$ cat src/mpi_pkg.sv
/*
 * Shared constants and carrier types for the MAC-side pin interface
 * towards an external Ethernet PHY.
 * Assumes a single 100 MHz system clock; the PHY clocks arrive as
 * ordinary inputs that are synchronous to it.
 */
package mpi_pkg;

    localparam int MPI_SYS_CLK_MHZ = 100;
    localparam int MPI_BUF_DEPTH = 2;

    // Management clock half period in system cycles is
    // MPI_MDC_HALF_BASE * (select + 1).
    localparam int MPI_MDC_SEL_W = 3;
    localparam int MPI_MDC_CNT_W = 8;
    localparam logic [7:0] MPI_MDC_HALF_BASE = 8'h02;

    // Status word bit positions of the sampled receive-side pins.
    localparam int MPI_ST_RXDV_BIT = 10;
    localparam int MPI_ST_RXER_BIT = 11;
    localparam int MPI_ST_RXD3_BIT = 12;
    localparam int MPI_ST_RXD1_BIT = 13;
    localparam int MPI_ST_RXD2_BIT = 15;

    localparam logic [3:0] MPI_TXD_RESET = 4'h0;
    localparam logic [15:0] MPI_STATUS_RESET = 16'h0000;

    typedef struct packed {
        logic [3:0] data;
        logic err;
    } mpi_word_s;

    // General-purpose drive levels for the spare transmit-side pins.
    typedef struct packed {
        logic txd3;
        logic txd2;
        logic txd1;
        logic txer;
    } mpi_gp_ctrl_s;

endpackage : mpi_pkg

$ cat src/mpi_mac_pins.sv
/*
 * MAC-side pin interface: two-entry transmit buffer drained on the PHY
 * transmit clock, receive capture on the PHY receive clock, management
 * clock divider and management data pin control.
 * Assumes both PHY clocks are far slower than the system clock and are
 * synchronous to it, so their edges are found by one sample register.
 */
`timescale 1ns/1ns

module mpi_buf2
    import mpi_pkg::*;
(
    input wire logic clk_sys_in,       // System clock.
    input wire logic reset_in,         // Synchronous reset, active high.
    input wire logic wr_valid_in,      // Writer offers a word.
    input wire mpi_word_s wr_word_in,  // Word offered.
    output logic wr_ready_out,         // Buffer can take a word.
    output logic rd_valid_out,         // Buffer holds a word.
    output mpi_word_s rd_word_out,     // Oldest word.
    input wire logic rd_ready_in       // Reader takes the oldest word.
);
    mpi_word_s mem_r [MPI_BUF_DEPTH];
    mpi_word_s mem_nxt [MPI_BUF_DEPTH];
    logic wp_r, wp_nxt, rp_r, rp_nxt;
    logic [1:0] cnt_r, cnt_nxt;
    logic do_wr, do_rd;

    assign wr_ready_out = (cnt_r != 2'h2);
    assign rd_valid_out = (cnt_r != 2'h0);
    assign rd_word_out = mem_r[rp_r];
    assign do_wr = wr_valid_in && wr_ready_out;
    assign do_rd = rd_ready_in && rd_valid_out;

    always_comb begin
        mem_nxt = mem_r;
        wp_nxt = wp_r;
        rp_nxt = rp_r;
        cnt_nxt = cnt_r;
        if (do_wr) begin
            mem_nxt[wp_r] = wr_word_in;
            wp_nxt = ~wp_r;
        end
        if (do_rd) begin
            rp_nxt = ~rp_r;
        end
        if (do_wr && !do_rd) begin
            cnt_nxt = cnt_r + 2'h1;
        end else if (do_rd && !do_wr) begin
            cnt_nxt = cnt_r - 2'h1;
        end
    end

    always_ff @(posedge clk_sys_in) begin
        if (reset_in) begin
            wp_r <= 1'b0;
            rp_r <= 1'b0;
            cnt_r <= 2'h0;
            mem_r[0] <= '0;
            mem_r[1] <= '0;
        end else begin
            wp_r <= wp_nxt;
            rp_r <= rp_nxt;
            cnt_r <= cnt_nxt;
            mem_r <= mem_nxt;
        end
    end

endmodule : mpi_buf2

module mpi_mac_pins
    import mpi_pkg::*;
(
    input wire logic clk_sys_in,                 // System clock, 100 MHz.
    input wire logic reset_in,                   // Synchronous reset, active high.
    input wire logic serial_codec_mode_in,       // One-bit serial codec mode.
    input wire mpi_gp_ctrl_s gp_ctrl_in,         // Spare transmit pin levels.
    input wire logic [2:0] mgmt_clock_divider_select_in, // Management clock divider.
    input wire logic tx_valid_in,                // MAC offers a transmit word.
    input wire mpi_word_s tx_word_in,            // Transmit nibble and error flag.
    output logic tx_ready_out,                   // Buffer accepts the word.
    output logic rx_valid_out,                   // One-cycle pulse: new receive word.
    output mpi_word_s rx_word_out,               // Received nibble and error flag.
    output logic [15:0] gp_status_out,           // Sampled receive pins in codec mode.
    output logic col_out,                        // Registered collision.
    output logic crs_out,                        // Registered carrier sense.
    input wire logic mgmt_drive_in,              // MAC sends on the data pin.
    input wire logic mgmt_bit_in,                // Bit to send.
    output logic mgmt_bit_out,                   // Pin level taken at clock rise.
    output logic mdc_out,                        // Management clock pin.
    input wire logic mdio_in,                    // Management data pin, in.
    output logic mdio_out,                       // Management data pin, out.
    output logic mdio_oe_n_out,                  // Low while driving the pin.
    input wire logic tx_clk_in,                  // PHY transmit clock.
    output logic [3:0] txd_out,                  // Transmit nibble.
    output logic tx_en_out,                      // Transmit enable.
    output logic tx_er_out,                      // Transmit error.
    input wire logic col_in,                     // PHY collision.
    input wire logic crs_in,                     // PHY carrier sense.
    input wire logic rx_clk_in,                  // PHY receive clock.
    input wire logic [3:0] rxd_in,               // Receive nibble.
    input wire logic rx_dv_in,                   // Receive data valid.
    input wire logic rx_er_in                    // Receive error.
);
    logic tx_clk_q_r, rx_clk_q_r, tx_rise, rx_rise;
    logic buf_valid;
    mpi_word_s buf_word;

    // Edge finders; the PHY clocks are treated as synchronous inputs.
    always_ff @(posedge clk_sys_in) begin
        if (reset_in) begin
            tx_clk_q_r <= 1'b0;
            rx_clk_q_r <= 1'b0;
        end else begin
            tx_clk_q_r <= tx_clk_in;
            rx_clk_q_r <= rx_clk_in;
        end
    end
    assign tx_rise = tx_clk_in && !tx_clk_q_r;
    assign rx_rise = rx_clk_in && !rx_clk_q_r;

    // The buffer drains only on transmit clock edges, so a slow PHY
    // back-pressures the MAC through tx_ready_out rather than losing words.
    mpi_buf2 u_txbuf (
        .clk_sys_in(clk_sys_in),
        .reset_in(reset_in),
        .wr_valid_in(tx_valid_in),
        .wr_word_in(tx_word_in),
        .wr_ready_out(tx_ready_out),
        .rd_valid_out(buf_valid),
        .rd_word_out(buf_word),
        .rd_ready_in(tx_rise)
    );

    logic [3:0] txd_r, txd_nxt;
    logic tx_en_r, tx_en_nxt, tx_er_r, tx_er_nxt;

    always_comb begin
        txd_nxt = txd_r;
        tx_en_nxt = tx_en_r;
        tx_er_nxt = tx_er_r;
        if (tx_rise) begin
            tx_en_nxt = buf_valid;
            txd_nxt = buf_valid ? buf_word.data : MPI_TXD_RESET;
            tx_er_nxt = buf_valid && buf_word.err;
        end
        if (serial_codec_mode_in) begin
            // Spare pins follow the control bits at once, not at clock edges.
            txd_nxt[3:1] = {gp_ctrl_in.txd3, gp_ctrl_in.txd2, gp_ctrl_in.txd1};
            tx_er_nxt = gp_ctrl_in.txer;
            if (tx_rise) begin
                txd_nxt[0] = buf_valid && buf_word.data[0];
            end
        end
    end

    always_ff @(posedge clk_sys_in) begin
        if (reset_in) begin
            txd_r <= MPI_TXD_RESET;
            tx_en_r <= 1'b0;
            tx_er_r <= 1'b0;
        end else begin
            txd_r <= txd_nxt;
            tx_en_r <= tx_en_nxt;
            tx_er_r <= tx_er_nxt;
        end
    end
    assign txd_out = txd_r;
    assign tx_en_out = tx_en_r;
    assign tx_er_out = tx_er_r;

    logic rx_valid_r, rx_valid_nxt, col_r, crs_r;
    mpi_word_s rx_word_r, rx_word_nxt;
    logic [15:0] status_r, status_nxt;

    always_comb begin
        rx_valid_nxt = rx_rise && rx_dv_in;
        rx_word_nxt = rx_word_r;
        status_nxt = status_r;
        if (rx_rise) begin
            rx_word_nxt.data = serial_codec_mode_in ? {3'h0, rxd_in[0]} : rxd_in;
            rx_word_nxt.err = serial_codec_mode_in ? 1'b0 : rx_er_in;
        end
        if (serial_codec_mode_in) begin
            status_nxt[MPI_ST_RXD3_BIT] = rxd_in[3];
            status_nxt[MPI_ST_RXD2_BIT] = rxd_in[2];
            status_nxt[MPI_ST_RXD1_BIT] = rxd_in[1];
            status_nxt[MPI_ST_RXER_BIT] = rx_er_in;
            status_nxt[MPI_ST_RXDV_BIT] = rx_dv_in;
        end else begin
            status_nxt = MPI_STATUS_RESET;
        end
    end

    always_ff @(posedge clk_sys_in) begin
        if (reset_in) begin
            rx_valid_r <= 1'b0;
            rx_word_r <= '0;
            status_r <= MPI_STATUS_RESET;
            col_r <= 1'b0;
            crs_r <= 1'b0;
        end else begin
            rx_valid_r <= rx_valid_nxt;
            rx_word_r <= rx_word_nxt;
            status_r <= status_nxt;
            col_r <= col_in;
            crs_r <= crs_in;
        end
    end
    assign rx_valid_out = rx_valid_r;
    assign rx_word_out = rx_word_r;
    assign gp_status_out = status_r;
    assign col_out = col_r;
    assign crs_out = crs_r;

    logic [7:0] mdc_cnt_r, mdc_cnt_nxt, mdc_half;
    logic mdc_r, mdc_nxt, mbit_r, mbit_nxt, mdo_r, mdo_nxt, moe_n_r, moe_n_nxt;

    assign mdc_half = 8'(MPI_MDC_HALF_BASE * ({5'h0, mgmt_clock_divider_select_in} + 8'h01));

    always_comb begin
        mdc_cnt_nxt = mdc_cnt_r - 8'h01;
        mdc_nxt = mdc_r;
        mbit_nxt = mbit_r;
        if (mdc_cnt_r == 8'h00) begin
            mdc_cnt_nxt = mdc_half - 8'h01;
            mdc_nxt = ~mdc_r;
            if (!mdc_r) begin
                mbit_nxt = mdio_in;
            end
        end
        mdo_nxt = mgmt_bit_in;
        moe_n_nxt = !mgmt_drive_in;
    end

    always_ff @(posedge clk_sys_in) begin
        if (reset_in) begin
            mdc_cnt_r <= 8'h00;
            mdc_r <= 1'b0;
            mbit_r <= 1'b0;
            mdo_r <= 1'b0;
            moe_n_r <= 1'b1;
        end else begin
            mdc_cnt_r <= mdc_cnt_nxt;
            mdc_r <= mdc_nxt;
            mbit_r <= mbit_nxt;
            mdo_r <= mdo_nxt;
            moe_n_r <= moe_n_nxt;
        end
    end
    assign mdc_out = mdc_r;
    assign mgmt_bit_out = mbit_r;
    assign mdio_out = mdo_r;
    assign mdio_oe_n_out = moe_n_r;
endmodule : mpi_mac_pins

$ cat config.mk
export PLATFORM = sky130hd
export DESIGN_NAME = mpi_mac_pins
export DESIGN_NICKNAME = d
export VERILOG_FILES = /design/src/mpi_pkg.sv /design/src/mpi_mac_pins.sv
export SDC_FILE = /design/constraint.sdc
export NUM_CORES = 1
export LEC_CHECK = 0
export ABC_CLOCK_PERIOD_IN_PS = 4500
export CAP_MARGIN = 20
export CORE_UTILIZATION = 40
export DETAILED_ROUTE_END_ITERATION = 8
export DONT_BUFFER_PORTS = 1
export HOLD_SLACK_MARGIN = 0.05
export SLEW_MARGIN = 20
export SYNTH_ARGS = -nofsm -noshare
export SYNTH_HDL_FRONTEND = slang
export SYNTH_SLANG_ARGS = --single-unit
$ cat constraint.sdc
create_clock -name clk_sys_in -period 4.5 [get_ports clk_sys_in]
set_input_delay 0 -clock clk_sys_in [delete_from_list [all_inputs] [get_ports clk_sys_in]]
set_output_delay 0 -clock clk_sys_in [all_outputs]
set_load 0.02 [all_outputs]
==> impl_metrics.toml <==
[run_status]
run_status = "finished clean"

[worst_setup_path]
crit_slowest_cell = "dlygate4sd3_1"
critPathKind = "reg -> reg"
path_delay_family = "simple AND/OR/NAND/NOR gates"
required_ns = 4.69
crit_chain = "inv_1 > ha_1 > nor3b_2 > nand2_1 > nor2_1 > a211oi_2 > dlygate4sd3_1"
arrival_ns = 2.39
reg2reg_from = "mdc_cnt_r[0]$_SDFF_PP0_"
start_kind = "register"
end_kind = "register"
reg2regPathDepth = 7
r2r-end = "mdc_cnt_r[5]$_SDFF_PP0_"
cp_max_fo = 10
cp_slowest_stage_delay_ns = 0.56
r2r_slack_ns = 2.30
path_buf_inv = 2

[global_routing]
antenna_found_initial = 0
grt_usage_pct = 14.4
grt_max_degree = 44
grt_overflow = 0
first_global_vias = 1345
grt_pass1_wl_mm = 5.97

[power_and_ir_drop]
leakage_uw = 0.000958
powerDensity_nw_per_um2 = 501
vdd_drop_max_mv = 0.304

[clock_tree]
cts_setup_buffers = 0
numCtsBuffers = 5
clock_path_buffers = 2
cts_htree_levels = 2
tritoncts = "yes"
cts-root-buf = "clkbuf_8"
ctsResizeCount = 0
worst_skew_pair.late_latency_ns = 0.29
cts.clk_slew.worst_paths_ns = 0.09
cts_sinks = 47

[floorplan]
die_w_um = 72.3
row_count = 25
initial_core_util_pct = 41.6
ios = 64
fp.dieH_um = 72.3
core_sq_um = 4750
dieArea_sq_um = 5230

[min_path]
hold_end = "mdc_cnt_r[4]$_SDFF_PP0_"
hold_path_class = "in -> reg"
holdPathStages = 3
min_from = "mgmt_clock_divider_select_in[1]"

[sta]
period_share_pct = 48.9
whs_ns = 0.0597
setup_violations = 0
finClkSkew_ns = 0.0105
max_freq_mhz = 454
min_period_ns = 2.20
tns_ns = 0
drv_slew = 0
hold_viol = 0
rsz0062_at_grt = "no"
layout_setup_ws_ns = 2.30

[place]
port_buffers = 0
preCtsSetupSlack_ns = 2.70
place_congestion = 0.739
dp_hpwl_mm = 2.33

[job]
max_cap_violations = 0

[route]
route.vias.total = 1437
drcViolationCount = 0
wirelength_mm = 3.66
wire_per_inst_um = 12.1
ant_nets = 0
first_pass_iters = 4
via_per_inst = 4.76
drt_iter0_drc = 48

[cells_and_area]
fill_cells = 459
synthToLayoutAreaGrowth_pct = 21.8
antenna_cells = 0
nets = 266
multiInputGateArea_sq_um = 943
seqCellArea_sq_um = 941
drive_above_1_share_pct = 5.96

[yosys]
synth_cell_types = 41
mappedNetlistArea_sq_um = 1980
syn_avg_cell_area_sq_um = 9.52
ys_seq_area_share_pct = 47.5
ys_ff_latch = 47
synth_cells = 208
ys_warn_count = 0
placed cells by master (no fill, tap or decap), types with 5 or more instances in the layout:
cell           Yosys  routed
dfxtp_1           47      47
nor2_1            30      30
dlygate4sd3_1      0      30
mux2i_1           16      16
nand2_1           12      12
conb_1             1      11
a21oi_1            9       9
and2_1             7       7
nor2b_1            7       7
nor3b_1            5       5
xor2_1             5       5
xnor2_1            5       5
clkbuf_8           0       5
layout make-up:
cell class              instances  area share (%)
clock buffers                   5            2.85
clock inverters                 3            1.92
inverters                       2           0.311
multi-input cells             147            39.1
flip-flops and latches         47            39.0
well taps                      67            3.48
repair buffers                 31            13.3
metal layers:
metal / track usage (%) / part of all wire, % / wire (um)
met5: 0 / 0 / 0
met4: 4.79 / 1.3 / 48
met3: 4.72 / 4.9 / 178
met2: 23.8 / 48 / 1760
met1: 17.7 / 46 / 1680
state kept, by name, indices dropped and copies added, names as in the netlist, named ones only:
register	count
col_out	1
rx_valid_out	1
mdio_oe_n_out	1
u_txbuf.rp_r	1
u_txbuf.cnt_r	2
u_txbuf.mem_r	10
mdc_out	1
gp_status_out	5
tx_er_out	1
rx_clk_q_r	1
u_txbuf.wp_r	1
mdio_out	1
rx_word_out	5
tx_en_out	1
txd_out	3
mgmt_bit_out	1
mdc_cnt_r	8
crs_out	1
tx_clk_q_r	1
worst min-delay path: cells and delay by family:
kind            cells  cell delay [ns]
simple gates        2             0.23
compound gates      1             0.08
worst max-delay path by stage:
stage | start | end | depth (start not counted)
4_1_cts | mdc_cnt_r[0]$_SDFF_PP0_ | mdc_cnt_r[5]$_SDFF_PP0_ | 7
2_1_floorplan | tx_clk_q_r$_SDFF_PP0_ | u_txbuf.cnt_r[1]$_SDFFE_PP0P_ | 7
3_3_place_gp | tx_clk_q_r$_SDFF_PP0_ | u_txbuf.cnt_r[1]$_SDFFE_PP0P_ | 5
5_1_grt | mdc_cnt_r[0]$_SDFF_PP0_ | mdc_cnt_r[5]$_SDFF_PP0_ | 7
3_5_place_dp | tx_clk_q_r$_SDFF_PP0_ | u_txbuf.cnt_r[1]$_SDFFE_PP0P_ | 5
6_report | mdc_cnt_r[0]$_SDFF_PP0_ | mdc_cnt_r[5]$_SDFF_PP0_ | 7
cell families (layout without fill, tap and decap cells):
logic type | after synthesis | after routing | synth area share, %
DFF | 47 | 47 | 47.5
other | 1 | 11 | 0.189
and+or+nand+nor | 81 | 81 | 21.7
muxes | 16 | 16 | 8.09
buffers and inverters | 24 | 41 | 6.70
adders and majority gates | 3 | 3 | 1.90
AOI/OAI and AO/OA | 26 | 26 | 9.48
xor gates and xnor gates | 10 | 10 | 4.42
where the power goes:
| part | internal [uW] | switching [uW] |
|---|---|---|
| combinational | 168 | 166 |
| clock | 167 | 142 |
| sequential | 482 | 83.3 |
cells in the mapped netlist (all sizes together):
master,number,area (sq um)
a211oi,3,27.5
a21oi,9,45.0
a2bb2oi,1,8.76
a311oi,2,17.5
a31oi,1,6.26
and2,7,43.8
and3b,1,8.76
buf,13,91.3
clkbuf,9,33.8
conb,1,3.75
dfxtp,47,941
ha,3,37.5
inv,2,7.51
mux2i,16,160
nand2,12,45.0
nand2b,4,25.0
nand3,2,10.0
nand3b,1,7.51
nand4b,1,8.76
nor2,31,119
nor2b,7,43.8
nor3,2,10.0
nor3b,6,50.1
nor4,2,18.8
o211ai,1,7.51
o21ai,3,15.0
o221a,4,45.0
o31ai,2,15.0
or2,1,6.26
or3,2,12.5
or3b,1,8.76
or4,1,11.3
xnor2,5,43.8
xor2,5,43.8
through the flow:
step / area, sq um / util, % / cells / total power [uW]
2_1_floorplan: 2020 / - / 218 / 834
3_3_place_gp: 1980 / 41.6 / 263 / 867
3_5_place_dp: 1980 / 41.6 / 263 / 869
4_1_cts: 2410 / 50.7 / 302 / 1220
5_1_grt: 2410 / 50.7 / 302 / 1280
6_report: 2410 / 50.7 / 302 / 1210
what timing repair did:
| action | CTS | global route |
|---|---|---|
| hold buffers | 31 | 0 |
| endpoints found under the setup margin | 0 | 0 |
| hold endpoints to repair | 47 | 0 |
No activity file was read; power rests on OpenSTA's default activity.
